===== src/pkg/tmr_pkg.sv =====
// Constants for the reloading timer with oscillator capture
package tmr_pkg;

  // Special-function addresses
  localparam logic [7:0] TMR_ADDR_CTRL = 8'hC8;
  localparam logic [7:0] TMR_ADDR_RLD_LO = 8'hCA;
  localparam logic [7:0] TMR_ADDR_RLD_HI = 8'hCB;
  localparam logic [7:0] TMR_ADDR_CNT_LO = 8'hCC;
  localparam logic [7:0] TMR_ADDR_CNT_HI = 8'hCD;

  // Control register field positions
  localparam int unsigned TMR_B_HI_FLAG = 7;
  localparam int unsigned TMR_B_LO_FLAG = 6;
  localparam int unsigned TMR_B_LO_IRQ_EN = 5;
  localparam int unsigned TMR_B_CAP_EN = 4;
  localparam int unsigned TMR_B_SPLIT = 3;
  localparam int unsigned TMR_B_RUN = 2;
  localparam int unsigned TMR_B_UNUSED = 1;
  localparam int unsigned TMR_B_EXT_SEL = 0;

  // Values after reset, and the byte maximum
  localparam logic [7:0] TMR_CTRL_RST = 8'h00;
  localparam logic [7:0] TMR_BYTE_RST = 8'h00;
  localparam logic [7:0] TMR_BYTE_MAX = 8'hFF;

  // Clock dividers
  localparam int unsigned TMR_SYS_DIV = 12;
  localparam int unsigned TMR_EXT_DIV = 8;

endpackage : tmr_pkg


===== src/rtl/tmr_timer2.sv =====
// Reloading 16-bit / dual 8-bit timer with low-frequency oscillator capture
//
// What this block does
// - Count is two software-visible bytes, low and high
// - Split bit clear selects one 16-bit reload timer
// - Clocks: system, system/12, synchronized external/8
// - 16-bit rollover loads reload, sets high flag
// - Timer interrupt enable requests on high overflows
// - Low-byte enable adds low rollover interrupts too
// - Split mode: two 8-bit timers, own reload bytes
// - Split mode: run gates high byte only
// - Per-byte select: 1 system, 0 divided source
// - Flags set on byte rollovers in every mode
// - Split interrupts: high always, low when enabled
// - Flags never cleared by hardware, only software
// - Capture: oscillator falling edge copies count, flags
// - Capture counting clock from low-byte select
// - Control layout bit 7 down, resets zero
// - Control at 0xC8, byte and bit access
// - 16-bit mode: run bit starts and stops counting
// - Capture with interrupts enabled requests per edge
`timescale 1ns/1ps
`default_nettype none

module tmr_timer2
  import tmr_pkg::*;
#(
  parameter int unsigned SYS_DIV = TMR_SYS_DIV,
  parameter int unsigned EXT_DIV = TMR_EXT_DIV
)
(
  input wire logic mclk_i,
  input wire logic rst_b_i,
  input wire logic [7:0] sfr_addr_i,
  input wire logic sfr_wr_i,
  input wire logic [7:0] sfr_wdata_i,
  input wire logic sfr_rd_i,
  input wire logic [7:0] sfr_bit_addr_i,
  input wire logic sfr_bit_wr_i,
  input wire logic sfr_bit_wval_i,
  input wire logic sfr_bit_rd_i,
  input wire logic high_byte_clock_select_i,
  input wire logic low_byte_clock_select_i,
  input wire logic interrupt_enable_i,
  input wire logic ext_osc_i,
  input wire logic low_frequency_oscillator_i,
  output logic [7:0] sfr_rdata_o,
  output logic irq_o
);

  if (SYS_DIV < 2 || SYS_DIV > 255)
  begin : g_bad_sys_div
    $error("SYS_DIV out of range");
  end
  if (EXT_DIV < 2 || EXT_DIV > 255)
  begin : g_bad_ext_div
    $error("EXT_DIV out of range");
  end

  logic [7:0] timer_control_reg_r;
  logic [7:0] timer_control_reg_nxt;
  logic [7:0] count_low_byte_r;
  logic [7:0] count_low_byte_nxt;
  logic [7:0] count_high_byte_r;
  logic [7:0] count_high_byte_nxt;
  logic [7:0] reload_low_byte_r;
  logic [7:0] reload_low_byte_nxt;
  logic [7:0] reload_high_byte_r;
  logic [7:0] reload_high_byte_nxt;
  logic [7:0] sys_div_r;
  logic sys_tick_r;
  logic [7:0] ext_div_r;
  logic ext_tick_r;
  logic ext_s1_r;
  logic ext_s2_r;
  logic ext_s3_r;
  logic slow_s1_r;
  logic slow_s2_r;
  logic slow_s3_r;
  logic [7:0] rdata_r;
  logic irq_r;

  logic split_mode_sel;
  logic run_control;
  logic external_clock_select;
  logic osc_capture_enable;
  logic low_byte_irq_enable;
  logic high_overflow_flag;
  logic low_overflow_flag;
  logic low_tick;
  logic high_tick;
  logic step_wide;
  logic low_ovf;
  logic high_ovf;
  logic slow_fall;
  logic capture_ev;
  logic ctrl_bit_hit;

  assign split_mode_sel = timer_control_reg_r[TMR_B_SPLIT];
  assign run_control = timer_control_reg_r[TMR_B_RUN];
  assign external_clock_select = timer_control_reg_r[TMR_B_EXT_SEL];
  assign osc_capture_enable = timer_control_reg_r[TMR_B_CAP_EN];
  assign low_byte_irq_enable = timer_control_reg_r[TMR_B_LO_IRQ_EN];
  assign high_overflow_flag = timer_control_reg_r[TMR_B_HI_FLAG];
  assign low_overflow_flag = timer_control_reg_r[TMR_B_LO_FLAG];
  assign ctrl_bit_hit = (sfr_bit_addr_i[7:3] == TMR_ADDR_CTRL[7:3]);

  // Three-flop chains for the pin clocks: two-flop synchronizer plus one flop for edge detect
  always_ff @(posedge mclk_i or negedge rst_b_i)
  begin
    if (!rst_b_i)
    begin
      ext_s1_r <= 1'b0;
      ext_s2_r <= 1'b0;
      ext_s3_r <= 1'b0;
      slow_s1_r <= 1'b0;
      slow_s2_r <= 1'b0;
      slow_s3_r <= 1'b0;
    end
    else
    begin
      ext_s1_r <= ext_osc_i;
      ext_s2_r <= ext_s1_r;
      ext_s3_r <= ext_s2_r;
      slow_s1_r <= low_frequency_oscillator_i;
      slow_s2_r <= slow_s1_r;
      slow_s3_r <= slow_s2_r;
    end
  end

  assign slow_fall = slow_s3_r & ~slow_s2_r;
  assign capture_ev = osc_capture_enable & slow_fall;

  // System clock divided down, one pulse per period
  always_ff @(posedge mclk_i or negedge rst_b_i)
  begin
    if (!rst_b_i)
    begin
      sys_div_r <= TMR_BYTE_RST;
      sys_tick_r <= 1'b0;
    end
    else if (sys_div_r == 8'(SYS_DIV - 1))
    begin
      sys_div_r <= TMR_BYTE_RST;
      sys_tick_r <= 1'b1;
    end
    else
    begin
      sys_div_r <= sys_div_r + 8'h01;
      sys_tick_r <= 1'b0;
    end
  end

  // External clock rising edges divided down
  always_ff @(posedge mclk_i or negedge rst_b_i)
  begin
    if (!rst_b_i)
    begin
      ext_div_r <= TMR_BYTE_RST;
      ext_tick_r <= 1'b0;
    end
    else if (ext_s2_r && !ext_s3_r)
    begin
      if (ext_div_r == 8'(EXT_DIV - 1))
      begin
        ext_div_r <= TMR_BYTE_RST;
        ext_tick_r <= 1'b1;
      end
      else
      begin
        ext_div_r <= ext_div_r + 8'h01;
        ext_tick_r <= 1'b0;
      end
    end
    else
    begin
      ext_tick_r <= 1'b0;
    end
  end

  // Per-byte count enable: select 1 runs every cycle
  assign low_tick = low_byte_clock_select_i
                    | (external_clock_select ? ext_tick_r : sys_tick_r);
  assign high_tick = high_byte_clock_select_i | (external_clock_select ? ext_tick_r : sys_tick_r);
  assign step_wide = ~split_mode_sel & run_control & low_tick;

  // Overflow events
  always_comb
  begin
    if (split_mode_sel)
    begin
      low_ovf = low_tick & (count_low_byte_r == TMR_BYTE_MAX);
      high_ovf = run_control & high_tick & (count_high_byte_r == TMR_BYTE_MAX);
    end
    else
    begin
      low_ovf = step_wide & (count_low_byte_r == TMR_BYTE_MAX);
      high_ovf = step_wide & (count_low_byte_r == TMR_BYTE_MAX)
                 & (count_high_byte_r == TMR_BYTE_MAX);
    end
  end

  // Count bytes; a software write wins over a count step
  always_comb
  begin
    count_low_byte_nxt = count_low_byte_r;
    count_high_byte_nxt = count_high_byte_r;
    if (split_mode_sel)
    begin
      if (low_tick)
      begin
        count_low_byte_nxt = low_ovf ? reload_low_byte_r : count_low_byte_r + 8'h01;
      end
      if (run_control && high_tick)
      begin
        count_high_byte_nxt = high_ovf ? reload_high_byte_r : count_high_byte_r + 8'h01;
      end
    end
    else if (step_wide)
    begin
      if (high_ovf)
      begin
        count_low_byte_nxt = reload_low_byte_r;
        count_high_byte_nxt = reload_high_byte_r;
      end
      else
      begin
        {count_high_byte_nxt, count_low_byte_nxt} = {count_high_byte_r, count_low_byte_r} + 16'h0001;
      end
    end
    if (sfr_wr_i && sfr_addr_i == TMR_ADDR_CNT_LO)
    begin
      count_low_byte_nxt = sfr_wdata_i;
    end
    if (sfr_wr_i && sfr_addr_i == TMR_ADDR_CNT_HI)
    begin
      count_high_byte_nxt = sfr_wdata_i;
    end
  end

  // Reload bytes; a capture wins over a software write
  always_comb
  begin
    reload_low_byte_nxt = reload_low_byte_r;
    reload_high_byte_nxt = reload_high_byte_r;
    if (sfr_wr_i && sfr_addr_i == TMR_ADDR_RLD_LO)
    begin
      reload_low_byte_nxt = sfr_wdata_i;
    end
    if (sfr_wr_i && sfr_addr_i == TMR_ADDR_RLD_HI)
    begin
      reload_high_byte_nxt = sfr_wdata_i;
    end
    if (capture_ev)
    begin
      reload_low_byte_nxt = count_low_byte_r;
      reload_high_byte_nxt = count_high_byte_r;
    end
  end

  // Control register: byte and bit writes, hardware set wins
  always_comb
  begin
    timer_control_reg_nxt = timer_control_reg_r;
    if (sfr_wr_i && sfr_addr_i == TMR_ADDR_CTRL)
    begin
      timer_control_reg_nxt = sfr_wdata_i;
    end
    if (sfr_bit_wr_i && ctrl_bit_hit)
    begin
      timer_control_reg_nxt[sfr_bit_addr_i[2:0]] = sfr_bit_wval_i;
    end
    timer_control_reg_nxt[TMR_B_UNUSED] = 1'b0;
    if (high_ovf || capture_ev)
    begin
      timer_control_reg_nxt[TMR_B_HI_FLAG] = 1'b1;
    end
    if (low_ovf)
    begin
      timer_control_reg_nxt[TMR_B_LO_FLAG] = 1'b1;
    end
  end

  always_ff @(posedge mclk_i or negedge rst_b_i)
  begin
    if (!rst_b_i)
    begin
      timer_control_reg_r <= TMR_CTRL_RST;
    end
    else
    begin
      timer_control_reg_r <= timer_control_reg_nxt;
    end
  end

  always_ff @(posedge mclk_i or negedge rst_b_i)
  begin
    if (!rst_b_i)
    begin
      count_low_byte_r <= TMR_BYTE_RST;
      count_high_byte_r <= TMR_BYTE_RST;
    end
    else
    begin
      count_low_byte_r <= count_low_byte_nxt;
      count_high_byte_r <= count_high_byte_nxt;
    end
  end

  always_ff @(posedge mclk_i or negedge rst_b_i)
  begin
    if (!rst_b_i)
    begin
      reload_low_byte_r <= TMR_BYTE_RST;
      reload_high_byte_r <= TMR_BYTE_RST;
    end
    else
    begin
      reload_low_byte_r <= reload_low_byte_nxt;
      reload_high_byte_r <= reload_high_byte_nxt;
    end
  end

  // Read data, one cycle after the strobe; unmapped reads zero
  always_ff @(posedge mclk_i or negedge rst_b_i)
  begin
    if (!rst_b_i)
    begin
      rdata_r <= TMR_BYTE_RST;
    end
    else if (sfr_bit_rd_i)
    begin
      rdata_r <= {7'h00, ctrl_bit_hit & timer_control_reg_r[sfr_bit_addr_i[2:0]]};
    end
    else if (sfr_rd_i)
    begin
      unique case (sfr_addr_i)
        TMR_ADDR_CTRL: rdata_r <= timer_control_reg_r;
        TMR_ADDR_RLD_LO: rdata_r <= reload_low_byte_r;
        TMR_ADDR_RLD_HI: rdata_r <= reload_high_byte_r;
        TMR_ADDR_CNT_LO: rdata_r <= count_low_byte_r;
        TMR_ADDR_CNT_HI: rdata_r <= count_high_byte_r;
        default: rdata_r <= TMR_BYTE_RST;
      endcase
    end
  end

  // Interrupt request level from the sticky flags
  always_ff @(posedge mclk_i or negedge rst_b_i)
  begin
    if (!rst_b_i)
    begin
      irq_r <= 1'b0;
    end
    else
    begin
      irq_r <= interrupt_enable_i
               & (high_overflow_flag | (low_byte_irq_enable & low_overflow_flag));
    end
  end

  assign sfr_rdata_o = rdata_r;
  assign irq_o = irq_r;

endmodule : tmr_timer2

`default_nettype wire


===== config.mk =====
export PLATFORM = sky130hd
export DESIGN_NAME = tmr_timer2
export DESIGN_NICKNAME = d
export VERILOG_FILES = /design/src/pkg/tmr_pkg.sv /design/src/rtl/tmr_timer2.sv
export SDC_FILE = /design/constraint.sdc
export NUM_CORES = 1
export LEC_CHECK = 0
export BUFFER_PORTS_ARGS = -buffer_cell sky130_fd_sc_hd__buf_2
export CAP_MARGIN = 20
export CORE_ASPECT_RATIO = 0.7
export CORE_UTILIZATION = 46
export DETAILED_ROUTE_END_ITERATION = 6
export SKIP_LAST_GASP = 1
export SYNTH_ARGS = -nofsm -noshare
export SYNTH_HDL_FRONTEND = slang
export SYNTH_SLANG_ARGS = --single-unit

===== constraint.sdc =====
create_clock -name mclk_i -period 2.2 [get_ports mclk_i]
set_input_delay 0.22 -clock mclk_i [delete_from_list [all_inputs] [get_ports mclk_i]]
set_output_delay 0.22 -clock mclk_i [all_outputs]
set_load 0.02 [all_outputs]

==> results by stage <==
Pwr:
- For this design the static power due to leakage is 0.00232 uW.
- The power density over cell area is 899 nW/um2.
- IR analysis of the VDD net gives a maximum drop of 0.422 mV.

Hold path:
- The path category of the worst min-delay check is input port to flop.

Drt:
- The first-iteration detailed-routing DRC count is 343.
- The number of nets with antenna violations after detailed routing is 0.
- The remaining design rule violation count is 0.
- For this block, the via count after detailed routing is 3819.
- In the final routed layout, each cell accounts on average for 19.7 um.
- After detailed routing, the number of vias per cell comes to 6.02.
- The first-pass detailed-route iteration total is 5.
- Wires add up to 12500 um.

CTS:
- The root buffer cell chosen for the clock tree is clkbuf_16.
- The total number of clock tree sinks is 72.
- The clock passes through at most 2 buffers.
- The CTS tree is built.
- The H-tree was split into 3 levels.
- The number of clock buffers inserted by TritonCTS is 9.
- For the worst-skew pair, the clock arrives at the later sink with an insertion delay of 0.33 ns.
- After clock tree synthesis, the clock-pin slew on the worst setup and hold paths is 0.06 ns.

Synth:
- By instance count, the leading cell after synthesis is dfrtp_1.
- By area the synthesized netlist is led by dfrtp_1 (42%), mux2i_1 (8.2%), xnor2_1 (4.1%).
- The synthesized netlist net count is 484.
- The instance count of the mapped netlist is 444.
- The register bit count reported by yosys is 72.
- The portion of the post-synthesis area used by sequential elements is 42.0%.
- In the synthesized netlist the dominant register cell turns out to be dfrtp_1.
- The cell taking the most area after synthesis is dfrtp_1.
- The proportion of netlist area held by the largest area contributor is 42.0%.
- The count of yosys warnings during synthesis is 0.
- In this run, synthesis inferred 0 flip-flops with an integrated enable.
- The share of synthesized flip-flops with an asynchronous set or reset is 100%.
- The post-synthesis instance area is 4290 um2.
- In this run, distinct cell masters in the synthesized netlist total 61.
- Dividing the synthesized area by the synthesized cell count gives 9.66 um2.
- In the synthesized netlist, the cells that appear most often are dfrtp_1 (72), nor2_1 (45), mux2i_1 (35).

Floorplanning:
- The floorplan step defined a die boundary enclosing 9720 um2.
- The initialized floorplan defines 29 standard-cell rows.
- The total area inside the core boundary comes to 9070 um2.
- Once the floorplan was initialized, standard cells occupied 47.3% of the core.
- The height of the die is 82.8 um.
- 45 I/O pins were placed.
- The floorplan step set the die width to 117 um.

Global route:
- In the global route stage, met3 resource usage came out at 8.74%.
- The largest net degree at the start of global routing is 37.
- The most used routing layer is met1.
- The remaining global-route overflow is 0.
- The initial antenna violation count is 0.
- The met1 demand-to-capacity share in global routing is 39.0%.
- The first global-routing pass estimated 19300 um of wire.
- The number of global-route vias before repair is 3482.
- The met2 usage is 38.0%.
- In the global route stage, overall resource usage came out at 27.0%.

STA:
- Setup repair after global routing left no endpoint under its margin.
- The worst path needs 2.09 ns of the cycle, external delays included.
- The worst setup skew after layout is 0.00748 ns.
- For the pin with the worst max-slew slack, the measured transition is 0.849 ns.
- The worst pin sits at a relative slew slack of 42.8%.
- The count of final setup violators is 0.
- The sum of negative setup slack is 0 ns.
- The final-report max-slew violation count came to 0.
- The number of endpoints with negative hold slack in the final report is 0.
- The final critical path takes up 94.8% of the cycle.
- Based on the critical path, the design can be clocked at up to 480 MHz.

Setup path:
- STA classifies the critical path startpoint as a flop.
- The required time reported for the critical path endpoint is 2.38 ns.
- The category of the critical setup timing path is flop to flop.
- In this run the worst path has a maximum fanout of 6.
- The arrival time at the worst endpoint is 2.26 ns.
- The sort of element at the end of the critical path is a flop.

Outcome:
- The run finished with clean final reports.

Final layout:
- In the final layout, the multi-input gates occupy 2360 um2.
- Compared with the post-synthesis result, the final layout area differs by 19.0%.
- The sequential cell area is 1800 um2.
- The final antenna diode count is 0.
- After filler insertion, the fill cell instance count of the layout stands at 825.
- For this run, the number of standard cells in the final layout without fillers is 634.
- The total number of nets in the final design is 545.
- The fraction of final layout cells with drive strength greater than 1 is 21.4%.

Placement:
- After legalization and detailed placement, the total HPWL measured 9310 um.
- The count of input and output buffers is 44.
- The placer congestion estimate is 0.952.
- The cell total after placement is 615.

Run:
- The max-cap violation count is 0.
==> state kept, by name (all words and copies together) (netlist names) <==
| signal | count |
|---|---|
| irq_o | 1 |
| slow_s2_r | 1 |
| sys_tick_r | 1 |
| slow_s3_r | 1 |
| count_high_byte_r | 8 |
| ext_tick_r | 1 |
| ext_s3_r | 1 |
| reload_low_byte_r | 8 |
| sys_div_r | 8 |
| sfr_rdata_o | 8 |
| timer_control_reg_r | 7 |
| ext_s2_r | 1 |
| ext_div_r | 8 |
| reload_high_byte_r | 8 |
| count_low_byte_r | 8 |
| slow_s1_r | 1 |
| ext_s1_r | 1 |
==> cell type report <==
type | count | area share, %
tap | 124 | 3.04
clock buffer | 10 | 4.48
clock inverter | 6 | 1.84
inverter | 5 | 0.368
multi-input combinational | 344 | 46.2
sequential | 72 | 35.3
timing repair buffer | 73 | 8.77
==> critical path, cell delays in order (launching register included) <==
cell and delay (ns):
dfrtp_1 0.42, mux2_4 0.36, o211a_1 0.26, o21ai_0 0.69
o21ai_0 0.20
==> power breakdown <==
part	leakage, uW	switching, uW	internal, uW	total, uW
sequential	0.000891	373	1610	1980
clock	0.000153	577	999	1580
combinational	0.00127	539	493	1030
==> through the flow <==
stage	power (uW)	hold slack (ns)	area (um2)	utilization (%)	worst slack, ns
finish	4590	0.109	5110	56.3	0.115
global route	4810	0.138	5110	56.3	0.0103
CTS	4600	0.0985	5110	56.3	0.184
detailed placement	3000	0.216	4750	52.4	0.198
global placement	2980	0.214	4750	52.4	0.209
floorplan	2550	-0.0756	4290	-	0.469
==> per-layer routing <==
metal  wire, um  share of wire, %  up-vias
met5          0                 0        -
met2       5020                40      197
li1           -                 -     1770
met4        146               1.2        0
met3       1370                11       13
met1       5970                48     1839
==> path summary, 6_finish.rpt <==
| path | from | endpoint | slack (ns) | cells past startpoint |
|---|---|---|---|---|
| worst max-delay path | timer_control_reg_r[0]$_DFF_PN0_ | count_high_byte_r[2]$_DFFE_PN0P_ | 0.11 | 4 |
| min in group asynchronous | rst_b_i | sfr_rdata_o[7]$_DFFE_PN0P_ | 0.38 | 2 |
| worst max register to register | timer_control_reg_r[0]$_DFF_PN0_ | count_high_byte_r[2]$_DFFE_PN0P_ | 0.11 | 4 |
| worst min register to register | slow_s1_r$_DFF_PN0_ | slow_s2_r$_DFF_PN0_ | 0.35 | 0 |
| worst min-delay path | interrupt_enable_i | irq_o$_DFF_PN0_ | 0.11 | 2 |
| max in group asynchronous | rst_b_i | timer_control_reg_r[2]$_DFF_PN0_ | 1.17 | 3 |
==> kinds of logic after synthesis <==
logic type	count (synthesis)	share of synthesized area, %
AO/OA/AOI/OAI	109	17.5
XOR/XNOR	23	4.70
adder cells (fa/ha/maj)	4	1.17
buffers and inverters	28	2.98
flip-flops	72	42.0
multiplexers	43	10.6
AND/OR/NAND/NOR	165	21.0
==> placed cells by master, fill, tap and decap left out, drive strengths merged, types with 4 or more instances in the layout <==
cell type,n
a31oi,7
nor3,8
and3,9
nor2b,9
a221oi,5
o22ai,7
xnor2,20
clkbuf,10
o21ai,17
dfrtp,72
nand2b,4
o21a,4
and4,5
ha,4
a21oi,31
mux2,7
a22oi,6
inv,5
buf,70
nand3,19
nor2,45
nand2,34
nand4,12
a211oi,9
mux2i,35
and2,5
o211ai,4
==> repair_timing <==
action                                 CTS  global route
endpoints found under the hold margin   36             0
buffers inserted                         0             0
resized for setup                        0             0
hold buffers                             3             0
Power figures use the tool's default switching activity.
